$ cat config.mk
export PLATFORM = sky130hd
export DESIGN_NAME = meter_control_status_regs
export DESIGN_NICKNAME = d
export VERILOG_FILES = /design/src/meter_regs_pkg.sv /design/src/phase_seq_counter.sv /design/src/meter_control_status_regs.sv
export SDC_FILE = /design/constraint.sdc
export NUM_CORES = 1
export LEC_CHECK = 0
export BUFFER_PORTS_ARGS = -buffer_cell sky130_fd_sc_hd__buf_2
export CORE_MARGIN = 10
export CORE_UTILIZATION = 33
export CTS_CLUSTER_DIAMETER = 50
export DETAILED_ROUTE_END_ITERATION = 8
export PLACE_DENSITY = 0.56
export SETUP_SLACK_MARGIN = 0.4
export SYNTH_ARGS = -nofsm -noshare
export SYNTH_HDL_FRONTEND = slang
export SYNTH_HIERARCHICAL = 1
export SYNTH_SLANG_ARGS = --single-unit
$ cat constraint.sdc
create_clock -name ref_clk -period 7.62 [get_ports ref_clk]
set_input_delay 0.762 -clock ref_clk [delete_from_list [all_inputs] [get_ports ref_clk]]
set_output_delay 0.762 -clock ref_clk [all_outputs]
set_load 0.005 [all_outputs]
$ cat src/meter_regs_pkg.sv
// constants, layouts and carrier types for the metering register bank
//
// Notes on behaviour
// - zero-cross count resets to 100, holds 1..16777215; zero is never stored
// - full-scale pulse rate setting; 4kHz word rate gives at most 2kHz pulses
// - full-scale setting is a signed fraction, binary point left of MSB
// - three 4-bit generator sources; codes 9 to 15 are flagged unused
// - serial lock 0x16 blocks serial writes except lock and status; 0x09 lifts
// - engine lock 0x16 blocks engine writes to lockable registers; 0x09 lifts
// - phase detection starts only when the enable code 10110 is written
// - phase count tallies word-rate samples until the stopping zero crossing
// - completion bit 23 reads 1 once the count is valid, else 0
// - direction 0 stops on rising crossing, 1 on falling crossing
// - 24-bit checksum of critical registers, reset value zero
// - status bits clear on write of one; writing zero has no effect
// - low-rate ready bit 23 sets on updates, instruction done and reset
// - sample ready bit 22 sets on each word-rate result update
// - engine overrun bit 18 sets when a sample arrives before the last ends
// - power range bits 15 and 14 set on power result overflow
// - range bits 13,12 current and 11,10 voltage set on overflow
// - swell bits 17,16 and dip bits 7,6 set on detection
// - bit 5 sets on temperature refresh, bit 4 on frequency ratio refresh
// - bit 3 sets when an unknown serial command arrives
// - bit 2 sets on a serial receive checksum error
// - bit 0 sets on a serial receive timeout
// - interrupt output is any status bit whose mask bit is one; mask resets 0
package meter_regs_pkg;

  localparam int DATA_W = 24;
  localparam int ADDR_W = 6;

  // register indices on the serial port
  localparam logic [5:0] OFF_CHECKSUM   = 6'h01;
  localparam logic [5:0] OFF_MASK       = 6'h03;
  localparam logic [5:0] OFF_PULSE_SRC  = 6'h09;
  localparam logic [5:0] OFF_STATUS     = 6'h17;
  localparam logic [5:0] OFF_PULSE_RATE = 6'h1c;
  localparam logic [5:0] OFF_LOCK       = 6'h22;
  localparam logic [5:0] OFF_PHASE      = 6'h30;
  localparam logic [5:0] OFF_ZX         = 6'h37;

  // reset values
  localparam logic [23:0] RST_ZX     = 24'h000064;
  localparam logic [23:0] RST_RATE   = 24'h800000;
  localparam logic [23:0] RST_STATUS = 24'h800000;
  localparam logic [23:0] RST_ZERO   = 24'h000000;

  // implemented-bit masks, everything else reads zero
  localparam logic [23:0] USED_SRC    = 24'h000fff;
  localparam logic [23:0] USED_LOCK   = 24'h001f1f;
  localparam logic [23:0] USED_STATUS = 24'he7fffd;

  // lock field layout and codes
  localparam int          LOCK_SER_LSB = 0;
  localparam int          LOCK_ENG_LSB = 8;
  localparam logic [4:0]  LOCK_ON      = 5'h16;
  localparam logic [4:0]  LOCK_OFF     = 5'h09;

  // phase register layout
  localparam int          PH_CODE_LSB  = 0;
  localparam int          PH_DIR_BIT   = 5;
  localparam int          PH_CNT_LSB   = 16;
  localparam int          PH_DONE_BIT  = 23;
  localparam logic [4:0]  PH_EN_CODE   = 5'h16;
  localparam logic [6:0]  PH_CNT_MAX   = 7'h7f;

  // pulse generator sources
  localparam int          NUM_GEN      = 3;
  localparam int          SRC_W        = 4;
  localparam logic [3:0]  SRC_LAST     = 4'h8;

  // rates, for reference by pulse logic outside
  localparam int          OWR_HZ       = 4000;
  localparam int          PULSE_MAX_HZ = OWR_HZ / 2;

  typedef struct packed {
    logic        wr;
    logic        rd;
    logic [5:0]  addr;
    logic [23:0] wdata;
  } reg_req_type;

  // status events, one per bit position of the status register
  typedef struct packed {
    logic       lowrate_result_ready_flag;   // 23
    logic       sample_result_ready_flag;    // 22
    logic       watchdog_overflow_flag;      // 21
    logic [1:0] rsvd_20_19;
    logic       engine_overrun_flag;         // 18
    logic       voltage2_swell_flag;
    logic       voltage1_swell_flag;
    logic       power2_range_flag;           // 15
    logic       power1_range_flag;
    logic       current2_range_flag;
    logic       current1_range_flag;
    logic       voltage2_range_flag;         // 11
    logic       voltage1_range_flag;
    logic       current2_overcurrent_flag;
    logic       current1_overcurrent_flag;
    logic       voltage2_dip_flag;           // 7
    logic       voltage1_dip_flag;
    logic       temperature_refreshed_flag;
    logic       frequency_refreshed_flag;
    logic       invalid_command_flag;        // 3
    logic       receive_checksum_error_flag;
    logic       rsvd_1;
    logic       receive_timeout_flag;        // 0
  } status_event_type;

endpackage

$ cat src/phase_seq_counter.sv
// phase-sequence sample counter with start, stop edge and completion
`timescale 1ns/100ps
module phase_seq_counter
  import meter_regs_pkg::*;
(
  input  wire logic       ref_clk,
  input  wire logic       srst,
  input  wire logic       ce,
  input  wire logic       start,
  input  wire logic       dir,
  input  wire logic       owr_tick,
  input  wire logic       zc_rise,
  input  wire logic       zc_fall,
  output logic [6:0]      count,
  output logic            done
);

  typedef enum logic {IDLE, COUNTING} ph_state_type;

  ph_state_type state_reg;
  ph_state_type state_next;
  logic [6:0]   count_reg;
  logic [6:0]   count_next;
  logic         done_reg;
  logic         done_next;

  // stopping edge follows the direction bit
  wire stop_edge = dir ? zc_fall : zc_rise;
  wire can_count = owr_tick && (count_reg != PH_CNT_MAX);

  // counter saturates instead of wrapping so a late edge stays obvious
  always_comb begin
    state_next = state_reg;
    count_next = count_reg;
    done_next  = done_reg;
    case (state_reg)
      IDLE: begin
        if (start) begin
          state_next = COUNTING;
          count_next = 7'h00;
          done_next  = 1'b0;
        end
      end
      COUNTING: begin
        if (start) begin
          count_next = 7'h00;
          done_next  = 1'b0;
        end else if (stop_edge) begin
          state_next = IDLE;
          done_next  = 1'b1;
        end else if (can_count) begin
          count_next = count_reg + 7'h01;
        end
      end
      default: state_next = IDLE;
    endcase
  end

  always_ff @(posedge ref_clk) begin
    if (srst) begin
      state_reg <= IDLE;
      count_reg <= 7'h00;
      done_reg  <= 1'b0;
    end else if (ce) begin
      state_reg <= state_next;
      count_reg <= count_next;
      done_reg  <= done_next;
    end
  end

  assign count = count_reg;
  assign done  = done_reg;

  AST_START_CLEARS: assert property (@(posedge ref_clk) disable iff (srst)
    ce && start |=> !done && count == 7'h00)
    else $error("start did not clear count and completion");

  AST_STOP_SETS: assert property (@(posedge ref_clk) disable iff (srst)
    ce && state_reg == COUNTING && !start && stop_edge
      |=> done && $stable(count))
    else $error("stopping edge did not mark the count valid");

  AST_COUNT_STEP: assert property (@(posedge ref_clk) disable iff (srst)
    ce && state_reg == COUNTING && !start && !stop_edge && can_count
      |=> count == $past(count) + 7'h01)
    else $error("sample tick not counted");

  AST_EDGE_DIR: assert property (@(posedge ref_clk) disable iff (srst)
    ce && state_reg == COUNTING && !start && !dir && zc_fall && !zc_rise
      |=> !done)
    else $error("falling edge stopped a rising-edge count");

endmodule

$ cat src/meter_control_status_regs.sv
// control and status register bank of the metering core
`timescale 1ns/100ps
module meter_control_status_regs
  import meter_regs_pkg::*;
(
  input  wire logic              ref_clk,
  input  wire logic              srst,
  input  wire logic              ce,
  input  reg_req_type            host_req,
  output logic [23:0]            host_rdata,
  output logic                   host_rvalid,
  output logic                   host_refused,
  input  reg_req_type            eng_req,
  output logic                   eng_refused,
  input  status_event_type       events,
  input  wire logic              instr_done,
  input  wire logic              owr_tick,
  input  wire logic              zc_rise,
  input  wire logic              zc_fall,
  output logic                   int_out,
  output logic [23:0]            zero_cross_count_setting,
  output logic signed [23:0]     pulse_full_scale_setting,
  output logic [2:0][3:0]        pulse_generator_source,
  output logic [2:0]             pulse_source_valid,
  output logic                   serial_locked,
  output logic                   engine_locked,
  output logic                   phase_detect_enabled
);

  // storage
  logic [23:0] zx_reg;
  logic [23:0] zx_next;
  logic [23:0] rate_reg;
  logic [23:0] rate_next;
  logic [11:0] src_reg;
  logic [11:0] src_next;
  logic [4:0]  ser_field_reg;
  logic [4:0]  ser_field_next;
  logic [4:0]  eng_field_reg;
  logic [4:0]  eng_field_next;
  logic        ser_lock_reg;
  logic        ser_lock_next;
  logic        eng_lock_reg;
  logic        eng_lock_next;
  logic [4:0]  ph_code_reg;
  logic [4:0]  ph_code_next;
  logic        ph_dir_reg;
  logic        ph_dir_next;
  logic [23:0] status_reg;
  logic [23:0] status_next;
  logic [23:0] mask_reg;
  logic [23:0] mask_next;
  logic [23:0] chk_reg;
  logic [23:0] chk_next;
  logic [23:0] rdata_reg;
  logic [23:0] rdata_next;
  logic        rvalid_reg;
  logic [6:0]  ph_count;
  logic        ph_done;
  logic [23:0] w1c_hold_reg;

  // host write qualification; lock and status stay writable when locked
  wire [5:0]  haddr     = host_req.addr;
  wire [23:0] hdata     = host_req.wdata;
  wire        h_exempt  = (haddr == OFF_LOCK) || (haddr == OFF_STATUS);
  wire        h_wr_ok   = host_req.wr && (!ser_lock_reg || h_exempt);
  wire        hw_zx     = h_wr_ok && (haddr == OFF_ZX);
  wire        hw_rate   = h_wr_ok && (haddr == OFF_PULSE_RATE);
  wire        hw_src    = h_wr_ok && (haddr == OFF_PULSE_SRC);
  wire        hw_lock   = h_wr_ok && (haddr == OFF_LOCK);
  wire        hw_phase  = h_wr_ok && (haddr == OFF_PHASE);
  wire        hw_status = h_wr_ok && (haddr == OFF_STATUS);
  wire        hw_mask   = h_wr_ok && (haddr == OFF_MASK);

  // engine may only touch the lockable pair, and loses to a host write
  wire [5:0]  eaddr     = eng_req.addr;
  wire [23:0] edata     = eng_req.wdata;
  wire        e_target  = (eaddr == OFF_ZX) || (eaddr == OFF_PULSE_RATE);
  wire        e_wr_ok   = eng_req.wr && !eng_lock_reg && e_target;
  wire        ew_zx     = e_wr_ok && (eaddr == OFF_ZX) && !hw_zx;
  wire        ew_rate   = e_wr_ok && (eaddr == OFF_PULSE_RATE) && !hw_rate;

  assign host_refused = host_req.wr && !h_wr_ok;
  assign eng_refused  = eng_req.wr && !e_wr_ok;

  // a zero count would stall frequency measurement, so it is never stored
  wire        h_zx_good = hdata != RST_ZERO;
  wire        e_zx_good = edata != RST_ZERO;
  assign zx_next = (hw_zx && h_zx_good) ? hdata :
                   (ew_zx && e_zx_good) ? edata : zx_reg;
  assign rate_next = hw_rate ? hdata :
                     ew_rate ? edata : rate_reg;
  assign src_next = hw_src ? hdata[11:0] : src_reg;
  assign mask_next = hw_mask ? hdata : mask_reg;

  // lock fields read back as written; the state moves only on the codes
  wire [4:0] w_ser = hdata[LOCK_SER_LSB +: 5];
  wire [4:0] w_eng = hdata[LOCK_ENG_LSB +: 5];
  assign ser_field_next = hw_lock ? w_ser : ser_field_reg;
  assign eng_field_next = hw_lock ? w_eng : eng_field_reg;
  assign ser_lock_next  = (hw_lock && w_ser == LOCK_ON)  ? 1'b1 :
                          (hw_lock && w_ser == LOCK_OFF) ? 1'b0 :
                          ser_lock_reg;
  assign eng_lock_next  = (hw_lock && w_eng == LOCK_ON)  ? 1'b1 :
                          (hw_lock && w_eng == LOCK_OFF) ? 1'b0 :
                          eng_lock_reg;

  // phase control fields and the start pulse
  wire [4:0] w_code   = hdata[PH_CODE_LSB +: 5];
  wire       ph_start = hw_phase && (w_code == PH_EN_CODE);
  assign ph_code_next = hw_phase ? w_code : ph_code_reg;
  assign ph_dir_next  = hw_phase ? hdata[PH_DIR_BIT] : ph_dir_reg;

  // sticky status: a new event beats a clear in the same cycle
  wire [23:0] ev_bits  = {events.lowrate_result_ready_flag,
                          events.sample_result_ready_flag,
                          events.watchdog_overflow_flag,
                          2'b00,
                          events.engine_overrun_flag,
                          events.voltage2_swell_flag,
                          events.voltage1_swell_flag,
                          events.power2_range_flag,
                          events.power1_range_flag,
                          events.current2_range_flag,
                          events.current1_range_flag,
                          events.voltage2_range_flag,
                          events.voltage1_range_flag,
                          events.current2_overcurrent_flag,
                          events.current1_overcurrent_flag,
                          events.voltage2_dip_flag,
                          events.voltage1_dip_flag,
                          events.temperature_refreshed_flag,
                          events.frequency_refreshed_flag,
                          events.invalid_command_flag,
                          events.receive_checksum_error_flag,
                          1'b0,
                          events.receive_timeout_flag};
  wire [23:0] set_bits = (ev_bits | {instr_done, 23'h000000})
                         & USED_STATUS;
  wire [23:0] clr_bits = hw_status ? hdata : RST_ZERO;
  assign status_next = ((status_reg & ~clr_bits) | set_bits)
                       & USED_STATUS;

  // checksum over the settings that steer metering
  assign chk_next = zx_reg + rate_reg + {12'h000, src_reg}
                    + mask_reg + {18'h00000, ph_dir_reg, ph_code_reg};

  // read mux; unmapped indices answer zero
  always_comb begin
    rdata_next = RST_ZERO;
    case (haddr)
      OFF_ZX:         rdata_next = zx_reg;
      OFF_PULSE_RATE: rdata_next = rate_reg;
      OFF_PULSE_SRC:  rdata_next = {12'h000, src_reg};
      OFF_LOCK:       rdata_next = {11'h000, eng_field_reg,
                                    3'h0, ser_field_reg};
      OFF_PHASE:      rdata_next = {ph_done, ph_count, 10'h000,
                                    ph_dir_reg, ph_code_reg};
      OFF_CHECKSUM:   rdata_next = chk_reg;
      OFF_STATUS:     rdata_next = status_reg;
      OFF_MASK:       rdata_next = mask_reg;
      default:        rdata_next = RST_ZERO;
    endcase
  end

  // settings registers; reset value of status covers the reset sequence
  always_ff @(posedge ref_clk) begin
    if (srst) begin
      zx_reg   <= RST_ZX;
      rate_reg <= RST_RATE;
      src_reg  <= 12'h000;
      mask_reg <= RST_ZERO;
    end else if (ce) begin
      zx_reg   <= zx_next;
      rate_reg <= rate_next;
      src_reg  <= src_next;
      mask_reg <= mask_next;
    end
  end

  // lock state and lock fields
  always_ff @(posedge ref_clk) begin
    if (srst) begin
      ser_field_reg <= 5'h00;
      eng_field_reg <= 5'h00;
      ser_lock_reg  <= 1'b0;
      eng_lock_reg  <= 1'b0;
    end else if (ce) begin
      ser_field_reg <= ser_field_next;
      eng_field_reg <= eng_field_next;
      ser_lock_reg  <= ser_lock_next;
      eng_lock_reg  <= eng_lock_next;
    end
  end

  // phase fields, status, checksum
  always_ff @(posedge ref_clk) begin
    if (srst) begin
      ph_code_reg <= 5'h00;
      ph_dir_reg  <= 1'b0;
      status_reg  <= RST_STATUS;
      chk_reg     <= RST_ZERO;
    end else if (ce) begin
      ph_code_reg <= ph_code_next;
      ph_dir_reg  <= ph_dir_next;
      status_reg  <= status_next;
      chk_reg     <= chk_next;
    end
  end

  // bits a status write asked to clear, kept for the clear check
  always_ff @(posedge ref_clk) begin
    w1c_hold_reg <= hdata & ~set_bits & USED_STATUS;
  end

  // read answer one cycle after the request
  always_ff @(posedge ref_clk) begin
    if (srst) begin
      rdata_reg  <= RST_ZERO;
      rvalid_reg <= 1'b0;
    end else if (ce) begin
      rdata_reg  <= host_req.rd ? rdata_next : rdata_reg;
      rvalid_reg <= host_req.rd;
    end
  end

  phase_seq_counter u_phase (
    .ref_clk  (ref_clk),
    .srst     (srst),
    .ce       (ce),
    .start    (ph_start),
    .dir      (ph_dir_reg),
    .owr_tick (owr_tick),
    .zc_rise  (zc_rise),
    .zc_fall  (zc_fall),
    .count    (ph_count),
    .done     (ph_done)
  );

  // per-generator source fields; unused codes are flagged, not remapped
  genvar g;
  generate
    for (g = 0; g < NUM_GEN; g++) begin : gen_src
      assign pulse_generator_source[g] = src_reg[g*SRC_W +: SRC_W];
      assign pulse_source_valid[g] =
        src_reg[g*SRC_W +: SRC_W] <= SRC_LAST;
    end
  endgenerate

  // outputs
  assign int_out    = |(status_reg & mask_reg);
  assign host_rdata  = rdata_reg;
  assign host_rvalid = rvalid_reg;
  assign zero_cross_count_setting = zx_reg;
  assign pulse_full_scale_setting = rate_reg;
  assign serial_locked = ser_lock_reg;
  assign engine_locked = eng_lock_reg;
  assign phase_detect_enabled = ph_code_reg == PH_EN_CODE;

  AST_HOST_LOCK: assert property (@(posedge ref_clk) disable iff (srst)
    ce && ser_lock_reg && host_req.wr && !h_exempt && !eng_req.wr
      |=> $stable(zx_reg) && $stable(src_reg) && $stable(mask_reg))
    else $error("serial write reached a locked register");

  AST_ENGINE_LOCK: assert property (@(posedge ref_clk) disable iff (srst)
    ce && eng_lock_reg && eng_req.wr && !host_req.wr
      |=> $stable(zx_reg) && $stable(rate_reg))
    else $error("engine write reached a locked register");

  AST_LOCK_CODE: assert property (@(posedge ref_clk) disable iff (srst)
    ce && host_req.wr && haddr == OFF_LOCK && w_ser == LOCK_ON
      ##1 ce && host_req.wr && haddr == OFF_ZX && !eng_req.wr
      |=> $stable(zx_reg))
    else $error("lock code did not protect the next write");

  AST_W1C: assert property (@(posedge ref_clk) disable iff (srst)
    ce && hw_status && (hdata & ~set_bits & status_reg) != RST_ZERO
      |=> (status_reg & w1c_hold_reg) == RST_ZERO)
    else $error("write of one did not clear a status bit");

  AST_SET_WINS: assert property (@(posedge ref_clk) disable iff (srst)
    ce && (instr_done || events.lowrate_result_ready_flag)
      |=> status_reg[23])
    else $error("low-rate ready event lost");

  AST_IRQ: assert property (@(posedge ref_clk) disable iff (srst)
    int_out == ((status_reg & mask_reg) != RST_ZERO))
    else $error("interrupt output disagrees with status and mask");

  AST_ZX_NONZERO: assert property (@(posedge ref_clk) disable iff (srst)
    ce && hw_zx && !h_zx_good && !eng_req.wr
      |=> $stable(zx_reg) && zx_reg != RST_ZERO)
    else $error("zero stored in the zero-cross count");

  AST_CHECKSUM: assert property (@(posedge ref_clk) disable iff (srst)
    ce |=> chk_reg == $past(chk_next))
    else $error("checksum did not follow the critical registers");

  AST_PHASE_START: assert property (@(posedge ref_clk) disable iff (srst)
    ce && hw_phase && w_code != PH_EN_CODE && !ph_done && !zc_rise
      && !zc_fall
      |=> !ph_done && phase_detect_enabled == 1'b0)
    else $error("phase detection started without the enable code");

endmodule

==> results of run 1 <==
-- cell usage in the layout, fill, tap and decap left out, types with 35 or more instances in the layout --
cell type / instances
ha_1: 53
nor2_1: 133
a211oi_1: 35
a21oi_1: 121
a22oi_1: 37
buf_2: 183
mux2i_1: 59
fa_1: 40
inv_1: 76
dfxtp_1: 181
nand2_1: 148
-- through the flow --
step / setup WS (ns) / total power [W] / instances / area [um^2]
after global placement: 2.86 / 0.00117 / 1806 / 12100
after floorplan: 3.47 / 0.00108 / 1250 / 10800
after detailed placement: 2.78 / 0.00117 / 1806 / 12100
after CTS: 2.74 / 0.00210 / 1838 / 12700
final: 2.76 / 0.00209 / 1838 / 12700
after global routing: 2.48 / 0.00215 / 1838 / 12700
-- cell families after synthesis --
family	synth area share
compound gates	0.223
xor+xnor	0.0171
fa+ha+maj	0.136
buf+inv	0.0608
flops	0.336
mux	0.0617
simple gates	0.166
-- metal layers --
metal / vias to the layer above / GRT usage / wire (um)
li1: 4764 / - / -
met1: 5010 / 0.272 / 19000
met2: 409 / 0.338 / 19800
met3: 52 / 0.0337 / 2820
met4: 0 / 0.0514 / 887
met5: - / 0 / 0
-- layout make-up --
| type | count | area [um^2] | share of cell area |
|---|---|---|---|
| Clock buffer | 21 | 450 | 0.0356 |
| Clock inverter | 11 | 149 | 0.0118 |
| Inverter | 76 | 285 | 0.0225 |
| Multi-Input combinational cell | 908 | 6560 | 0.518 |
| Sequential cell | 181 | 3620 | 0.286 |
| Tap cell | 442 | 553 | 0.0437 |
| Timing Repair Buffer | 199 | 1040 | 0.0821 |
-- path summary, 6_finish.rpt --
check	cells after the start	endpoint	from	slack, ns
hold reg to reg	2	ser_field_reg[3]	ser_field_reg[3]	0.46
setup reg to reg	15	chk_reg[19]	zero_cross_count_setting[1]	2.76
setup / recovery	15	chk_reg[19]	zero_cross_count_setting[1]	2.76
hold / removal	2	ser_field_reg[3]	ser_field_reg[3]	0.46
-- synth_stat cells (all sizes together), types with 10 or more instances --
master  instances  share of area
a21oi         121          0.056
fa             40          0.074
nand2         148          0.052
nor2b          10         0.0058
nor4           12         0.0084
a221oi         15          0.012
a22oi          37          0.026
a222oi         28          0.026
inv            76          0.026
a211oi         54          0.046
buf            25          0.013
dfxtp         181           0.34
xnor2          13          0.011
nor2          133          0.046
ha             53          0.061
mux2i          59          0.055
a31oi          10         0.0058
clkbuf         60          0.021
a22o           11         0.0089
o21ai          19         0.0092
nand3          32          0.015
-- power by group through the flow --
stage	logic, W	registers, W	clock network [W]
detailed placement	0.000168	0.00100	0
finish	0.000169	0.000980	0.000942
global route	0.000183	0.000981	0.000986
CTS	0.000169	0.000979	0.000949
floorplan	0.0000873	0.000994	0
global placement	0.000166	0.00100	0
-- worst min-delay path, cell delays in order (launching register included) --
cell and delay (ns):
dfxtp_1 0.31, nand2_1 0.05, a21oi_1 0.05
==> summary.txt, run 1 <==
Floorplan
  – Core footprint: 32400 um^2
  – Die footprint: 40300 um^2
  – DIE HEIGHT: 201 um
  – Io pins: 189
  – Initial core utilization: 0.333
  – Die width: 201 um
  – Cell row count: 66

Route
  – DRC violation count after routing: 0
  – Vias per Instance: 5.57
  – DR vias: 10200
  – Drt wl/cell: 23.1 um
  – Antenna viol nets, final: 0
  – Iteration-0 DRC Markers: 1015
  – DRT Pass-1 Iters: 7
  – Drt total wl: 42400 um

Layout
  – Layout cells sized above 1: 0.195
  – Antenna Diode Count: 0
  – Final Util: 0.391
  – Net count, final: 1571
  – Area growth syn-to-layout: 17.4%
  – Filler Cell Count: 3357

Run
  – # Max-Cap Violations: 0

Timing
  – Final critical-path required period: 4.86 ns
  – Hold slack: 0.458 ns
  – RSZ-0062 raised after global routing: false
  – Fin. max-slew vios: 0
  – Setup TNS: 0 ns
  – Period utilization: 0.638
  – Max-slew headroom at the worst pin: 0.268
  – Hold violation count in the final report: 0
  – Clk_skew: 0.0112 ns
  – Fmax: 0.206 GHz
  – Slew @ Worst Pin: 1.10 ns
  – Setup violators final: 0

Critical path
  – CP most frequent cell: fa_1
  – CP bufs+invs: 3
  – CP Max Fanout: 4
  – Critical Path Max Stage Delay: 0.62 ns
  – Startpoint Class: register
  – Slowest cell on crit path: or4b_2
  – Crit Path Class: reg -> reg
  – Critical-path cell list: inv_1 > fa_1 > fa_1 > fa_1 > inv_1 > ha_1 > inv_1 > fa_1 > nand2b_1 > a21oi_1 > nor2_1 > o21ai_0 > a21oi_1 > or4b_2 > o311ai_0
  – Worst Path Required: 7.96 ns
  – WP data arrival: 5.20 ns
  – CP Capture Type: register
  – CP delay by family, top: adder cells

Power
  – Seq pwr share: 0.469
  – Power Dens Cells: 165 nW/um^2
  – Switch Pwr: 0.000543 W
  – Max IR drop VDD: 0.000155 V
  – Leak: 5.22 nW
  – Power share of the clock group: 0.451
  – Net Sw Frac: 0.260
  – Comb power frac: 0.081
  – Int Pwr: 0.00155 W

Clocking
  – Root buf cell: clkbuf_16
  – # resized after CTS: 0
  – # Post-CTS Setup Buffers: 0
  – CTS Sinks: 181
  – Reg clk slew, reported paths: 0.07 ns
  – Worst-Skew Late Latency: 0.45 ns
  – CTS Buffer Depth: 2
  – CTS Buf Count: 17
  – TritonCTS clock tree: built
  – CTS H-tree lvls: 4
  – # hold bufs at CTS: 0

Global routing
  – Vias in the first global route: 10200
  – Initial antenna violation count: 1
  – First-pass GRT wire length: 63700 um
  – Tot GR Track Use: 0.205
  – Largest net degree at the start of global routing: 94
  – GRT overflow: 0

Placement
  – Post-DP HPWL: 30500 um
  – IO Port Bufs: 184
  – Global placement routability congestion: 0.900

Yosys
  – Post-Syn Nets: 1438
  – Post-Syn Area: 10800 um^2
  – Synthesized flop and latch total: 181
  – Cell variety after synth: 69
  – Most used DFF post-synth: dfxtp_1
  – Register area share after synthesis: 0.336
  – Async S/R FF share, synth: 0
  – Synth Instances: 1250
  – Post-Syn Area per Cell: 8.63 um^2
  – Post-synth EDFFs: 0
  – Yosys Warn Count: 6

Run status
  – Outcome: complete, no violations

Hold path
  – Hold Path Class: reg -> reg
Power figures use the tool's default switching activity.
==> run 2, diff against run 1 <==
Settings changed: ABC_AREA set to 1, PLACE_DENSITY 0.56 to 0.55.
Clock period 7.62 ns to 4.5 ns, I/O delays scaled along.
==> run 2 against run 1 <==
Final cell count up 31%. Clock-buffer cell count down 2. Die area up 8.5%. Worst hold slack worse by 0.21 ns. First-iteration DRC count down 23%. Sequential cell count unchanged. Worst setup slack worse by 2.0 ns. Combinational power up 91%. Via count up 18%. Non-clock buffer count up 1. Critical path type unchanged.
==> summary.txt, run 2 <==
Power
  – Seq pwr share: 0.466
  – Max IR drop VDD: 0.000289 V
  – Net Sw Frac: 0.275
  – Power Dens Cells: 260 nW/um^2
  – Comb power frac: 0.091
  – Int Pwr: 0.00257 W
  – Switch Pwr: 0.000977 W
  – Leak: 6.97 nW
  – Power share of the clock group: 0.443

Timing
  – Fmax: 0.265 GHz
  – Final critical-path required period: 3.77 ns
  – Max-slew headroom at the worst pin: 0.295
  – Slew @ Worst Pin: 1.06 ns
  – Period utilization: 0.838
  – Clk_skew: 0.0129 ns
  – Fin. max-slew vios: 0
  – Setup violators final: 0
  – Setup TNS: 0 ns
  – Hold violation count in the final report: 0
  – RSZ-0062 raised after global routing: false

Global routing
  – Largest net degree at the start of global routing: 76
  – First-pass GRT wire length: 71900 um
  – Vias in the first global route: 12100
  – Initial antenna violation count: 1
  – GRT overflow: 0
  – Tot GR Track Use: 0.212

Yosys
  – Share of the synthesized area in the top cell type: 0.307
  – Post-Syn Nets: 1977
  – Register area share after synthesis: 0.307
  – Async S/R FF share, synth: 0
  – Yosys Warn Count: 6
  – Synth Instances: 1789
  – Top-count cell post-synth: nand2_1
  – Yosys top cell by area: dfxtp_1
  – Post-synth EDFFs: 0
  – Post-Syn Area: 11800 um^2
  – Most used DFF post-synth: dfxtp_1
  – Commonest cells in the netlist: nand2_1, inv_1, nor2_1
  – Post-Syn Area per Cell: 6.60 um^2
  – Synthesized flop and latch total: 181
  – Top post-synthesis cells by area: dfxtp_1, nand2_1, inv_1
  – Cell variety after synth: 41

Placement
  – Placed Area: 13100 um^2
  – IO Port Bufs: 184
  – Post-DP HPWL: 36700 um
  – Number of cells after detailed placement: 2382
  – Global placement routability congestion: 0.916

Critical path
  – Critical Path Max Stage Delay: 0.51 ns
  – Critical-path cell list: inv_1 > fa_1 > fa_1 > fa_1 > inv_1 > ha_1 > inv_1 > fa_1 > inv_1 > nand3_1 > nand3_1 > nand2_1 > a21oi_2 > nand2_1 > nand3_1 > nand3_1 > nand2_1 > inv_1
  – CP Max Fanout: 4
  – R2r worst-path depth: 18
  – Slowest cell on crit path: fa_1
  – Crit path to: chk_reg[17]
  – R2r endpoint: chk_reg[17]
  – R2r setup slk: 0.73 ns
  – Worst r2r src: pulse_generator_source[1]
  – Crit path launch: pulse_generator_source[1]
  – Worst Path Required: 4.85 ns
  – WP data arrival: 4.12 ns
  – Startpoint Class: register
  – CP most frequent cell: inv_1
  – CP Capture Type: register
  – Crit Path Class: reg -> reg

Floorplan
  – Cell row count: 69
  – Io pins: 189
  – DIE HEIGHT: 209 um
  – Die width: 209 um
  – Initial core utilization: 0.333
  – Die footprint: 43700 um^2
  – Core footprint: 35400 um^2

Route
  – Drt wl/cell: 19.7 um
  – DRT Pass-1 Iters: 5
  – Antenna viol nets, final: 0
  – DRC violation count after routing: 0
  – Vias per Instance: 5.02
  – DR vias: 12100
  – Drt total wl: 47600 um
  – Iteration-0 DRC Markers: 782

Layout
  – Layout cells sized above 1: 0.133
  – Most common cell after layout, fill and taps aside: nand2_1
  – Commonest cells after routing, fill and taps aside: nand2_1, inv_1, nor2_1
  – Area growth syn-to-layout: 15.7%
  – Antenna Diode Count: 0
  – Non-filler cells, final: 2414
  – Cell area after layout: 13700 um^2
  – Final Util: 0.386
  – Net count, final: 2128

Hold path
  – WHS Path Cells: 3
  – Hold Path Class: in -> reg

Clocking
  – Root buf cell: clkbuf_16
  – # hold bufs at CTS: 0
  – CTS Buffer Depth: 2
  – Worst-Skew Late Latency: 0.45 ns
  – CTS H-tree lvls: 4
  – CTS Buf Count: 17
  – CTS Sinks: 181
  – # Post-CTS Setup Buffers: 0
  – Reg clk slew, reported paths: 0.08 ns
  – TritonCTS clock tree: built
  – # resized after CTS: 0

Run
  – # Max-Cap Violations: 0

Run status
  – Outcome: complete, no violations
## run 2: worst min-delay path by stage
stage / startpoint / to / slack (ns)
6_report: events[14] / status_reg[14] / 0.24
3_5_place_dp: ser_field_reg[1] / ser_field_reg[1] / 0.44
4_1_cts: events[14] / status_reg[14] / 0.23
2_1_floorplan: ser_field_reg[1] / ser_field_reg[1] / 0.42
3_3_place_gp: ser_field_reg[1] / ser_field_reg[1] / 0.44
5_1_grt: events[7] / status_reg[7] / 0.25
## run 2: area by class of cell
class | instances | area [um^2]
inverter | 269 | 1010
timing repair buffer | 200 | 1040
sequential | 181 | 3620
clock inverter | 13 | 148
clock buffer | 19 | 443
multi-input combinational | 1271 | 6820
tap | 461 | 577
fill | 3873 | 21700
## run 2: critical path, delay by kind of cell, from the launching register on
family,cells,cell delay (ns)
compound gates,1,0.23
fa+ha+maj,5,2.01
buf+inv,5,0.38
flops,1,0.38
simple gates,7,0.67
## run 2: power by group through the flow
stage	registers [W]	logic, W	clock network, W
2_1_floorplan	0.00168	0.000171	0
5_1_grt	0.00166	0.000356	0.00166
3_3_place_gp	0.00169	0.000317	0
6_report	0.00166	0.000322	0.00157
3_5_place_dp	0.00169	0.000318	0
4_1_cts	0.00166	0.000320	0.00160
## run 2: cell families after synthesis
| logic type | Yosys count | synth area share |
|---|---|---|
| buffers and inverters | 337 | 0.116 |
| AOI/OAI and AO/OA | 355 | 0.160 |
| adders and majority gates | 93 | 0.124 |
| and+or+nand+nor | 811 | 0.284 |
| xor gates and xnor gates | 12 | 0.00891 |
| DFF | 181 | 0.307 |
## run 2: layer usage
| layer | up-vias | track usage | wire [um] |
|---|---|---|---|
| met4 | 2 | 0.0657 | 1070 |
| li1 | 5978 | - | - |
| met3 | 49 | 0.0331 | 2650 |
| met2 | 375 | 0.361 | 22800 |
| met5 | - | 0 | 12 |
| met1 | 5704 | 0.268 | 21100 |
## run 2: per-stage QoR
step | hold slack, ns | power [W] | worst slack (ns)
4_1_cts | 0.232 | 0.00357 | 0.638
3_5_place_dp | 0.440 | 0.00201 | 0.657
3_3_place_gp | 0.441 | 0.00201 | 0.683
5_1_grt | 0.248 | 0.00367 | 0.484
6_report | 0.245 | 0.00355 | 0.728
2_1_floorplan | 0.424 | 0.00185 | 1.04
==> run 3, diff against run 2 <==
Settings changed: ABC_AREA 1 to 0, PLACE_DENSITY 0.55 to 0.56.
Clock period 4.5 ns to 3.5 ns, I/O delays scaled along.
==> run 3 against run 2 <==
Combinational power is 25% higher. Critical path depth is 3 lower. Largest cell class unchanged. Sequential power is 28% higher. Worst hold slack worse by 0.10 ns. Critical path type unchanged. The flow now finishes with violations (setup timing).
==> summary.txt, run 3 (same netlist as run 1, synthesis figures left out) <==
Run status
  – Outcome: finished with violations
  – Failing checks: setup timing

Placement
  – Number of cells after detailed placement: 1878
  – Global placement routability congestion: 0.929
  – Post-DP HPWL: 33200 um
  – Pre-CTS setup slack: -0.386 ns
  – IO Port Bufs: 184

Hold path
  – Hold path endpoint: status_reg[23]
  – Hold Path Class: in -> reg
  – Min-delay src: events[23]
  – WHS Path Cells: 3

Floorplan
  – Initial core utilization: 0.333
  – Io pins: 189
  – Die width: 201 um
  – Core footprint: 32400 um^2
  – DIE HEIGHT: 201 um
  – Cell row count: 66
  – Die footprint: 40300 um^2

Clocking
  – CTS Sinks: 181
  – Root buf cell: clkbuf_16
  – TritonCTS clock tree: built
  – Worst-Skew Late Latency: 0.46 ns
  – CTS Buffer Depth: 2
  – CTS Buf Count: 17
  – CTS H-tree lvls: 4
  – Reg clk slew, reported paths: 0.08 ns

Critical path
  – Worst r2r src: pulse_generator_source[1]
  – Crit path launch: pulse_generator_source[1]
  – WP data arrival: 4.16 ns
  – Critical Path Max Stage Delay: 0.55 ns
  – Worst Path Required: 3.86 ns
  – CP delay by family, top: adder cells
  – R2r worst-path depth: 15
  – CP Max Fanout: 3
  – Critical-path cell list: inv_2 > fa_1 > fa_1 > fa_1 > inv_2 > ha_4 > inv_2 > fa_2 > nand2b_4 > a21oi_4 > nor2_2 > o21ai_2 > a21oi_2 > or4b_4 > o311ai_2
  – CP Capture Type: register
  – CP bufs+invs: 3
  – R2r setup slk: -0.30 ns
  – Crit Path Class: reg -> reg
  – Startpoint Class: register
  – R2r endpoint: chk_reg[19]
  – Slowest cell on crit path: fa_1

Route
  – Drt wl/cell: 23.4 um
  – DRC violation count after routing: 0
  – Antenna viol nets, final: 0
  – Drt total wl: 45100 um
  – DRT Pass-1 Iters: 6
  – Vias per Instance: 5.58
  – Iteration-0 DRC Markers: 914
  – DR vias: 10700

Global routing
  – GRT overflow: 0
  – Largest net degree at the start of global routing: 91
  – Tot GR Track Use: 0.218
  – First-pass GRT wire length: 67700 um
  – Initial antenna violation count: 2
  – Vias in the first global route: 10700

Power
  – Seq pwr share: 0.463
  – Total chip power: 0.00461 W
  – Power Dens Cells: 335 nW/um^2
  – Max IR drop VDD: 0.000354 V
  – Comb power frac: 0.087
  – Net Sw Frac: 0.278
  – Leak: 5.78 nW
  – Int Pwr: 0.00333 W
  – Power share of the clock group: 0.450
  – Switch Pwr: 0.00128 W

Timing
  – Slew @ Worst Pin: 1.24 ns
  – Setup TNS: -2.88 ns
  – Hold violation count in the final report: 0
  – Setup slack after layout: -0.300 ns
  – Setup violators final: 17
  – Max-slew headroom at the worst pin: 0.171
  – Final critical-path required period: 3.80 ns
  – Fmax: 0.263 GHz
  – Clk_skew: 0.0141 ns
  – Period utilization: 1.09
  – Fin. max-slew vios: 0
  – RSZ-0062 raised after global routing: true

Layout
  – Commonest cells after routing, fill and taps aside: buf_2, dfxtp_1, nand2_1
  – Most common cell after layout, fill and taps aside: buf_2
  – Final Util: 0.426
  – Area growth syn-to-layout: 27.7%
  – Non-filler cells, final: 1927
  – Net count, final: 1659
  – Layout cells sized above 1: 0.287

Run
  – # Max-Cap Violations: 0
run 3: cell count changes in the layout (fill, tap and decap cells not counted), sizes merged, moves of 27 or more:
cell	previous run	this run
nand2	479	148
inv	270	85
o21ai	148	19
buf	200	287
nor2	220	133
mux2i	0	59
a211oi	0	54
nand3	75	32
a21oi	149	121
a222oi	0	28
o22ai	28	1
run 3: power by group through the flow:
stage	sequential, W	combinational [W]	clock (W)
5_1_grt	0.00213	0.000432	0.00217
4_1_cts	0.00213	0.000394	0.00209
2_1_floorplan	0.00216	0.000191	0
3_3_place_gp	0.00218	0.000386	0
3_5_place_dp	0.00218	0.000389	0
6_report	0.00213	0.000401	0.00208
run 3: per-layer routing:
layer	vias up	share of wire	GRT usage
met3	86	0.071	0.0434
li1	4939	-	-
met2	460	0.46	0.351
met4	0	0.035	0.0825
met1	5260	0.43	0.281
met5	-	0	0
run 3: how the worst max path moves through the flow:
stage                        endpoint  slack [ns]  cells past startpoint
after detailed placement  chk_reg[19]       -0.39                     15
after global placement    chk_reg[19]       -0.35                     15
final                     chk_reg[19]       -0.30                     15
after floorplan           chk_reg[19]       -0.19                     15
after CTS                 chk_reg[19]       -0.32                     15
after global routing      chk_reg[19]       -0.44                     15
run 3: metrics by stage:
stage | hold WS, ns | cell area [um^2]
2_1_floorplan | 0.422 | 10800
3_3_place_gp | 0.442 | 12700
3_5_place_dp | 0.451 | 12700
4_1_cts | 0.137 | 13500
5_1_grt | 0.164 | 13800
6_report | 0.140 | 13800
run 3: area by class of cell:
type / count / area, um^2
Inverter: 76 / 285
Clock inverter: 15 / 186
Antenna cell: 1 / 2.50
Fill cell: 3257 / 18600
Multi-Input combinational cell: 908 / 6900
Timing Repair Buffer: 287 / 1790
Tap cell: 442 / 553
Clock buffer: 17 / 425
Sequential cell: 181 / 3640
run 3: tightest hold or removal path, delay by kind of cell:
kind	cells	cell delay [ns]
AOI/OAI and AO/OA	1	0.06
and+or+nand+nor	1	0.07
buffers and inverters	1	0.07
run 3: timing repair:
action / 4_1_cts / 5_1_grt
hold buffers: 0 / 0
pin swaps: 37 / 20
endpoints found under the setup margin: 20 / 21
gates cloned: 0 / 0
gates resized for setup: 36 / 40
buffers inserted: 9 / 7
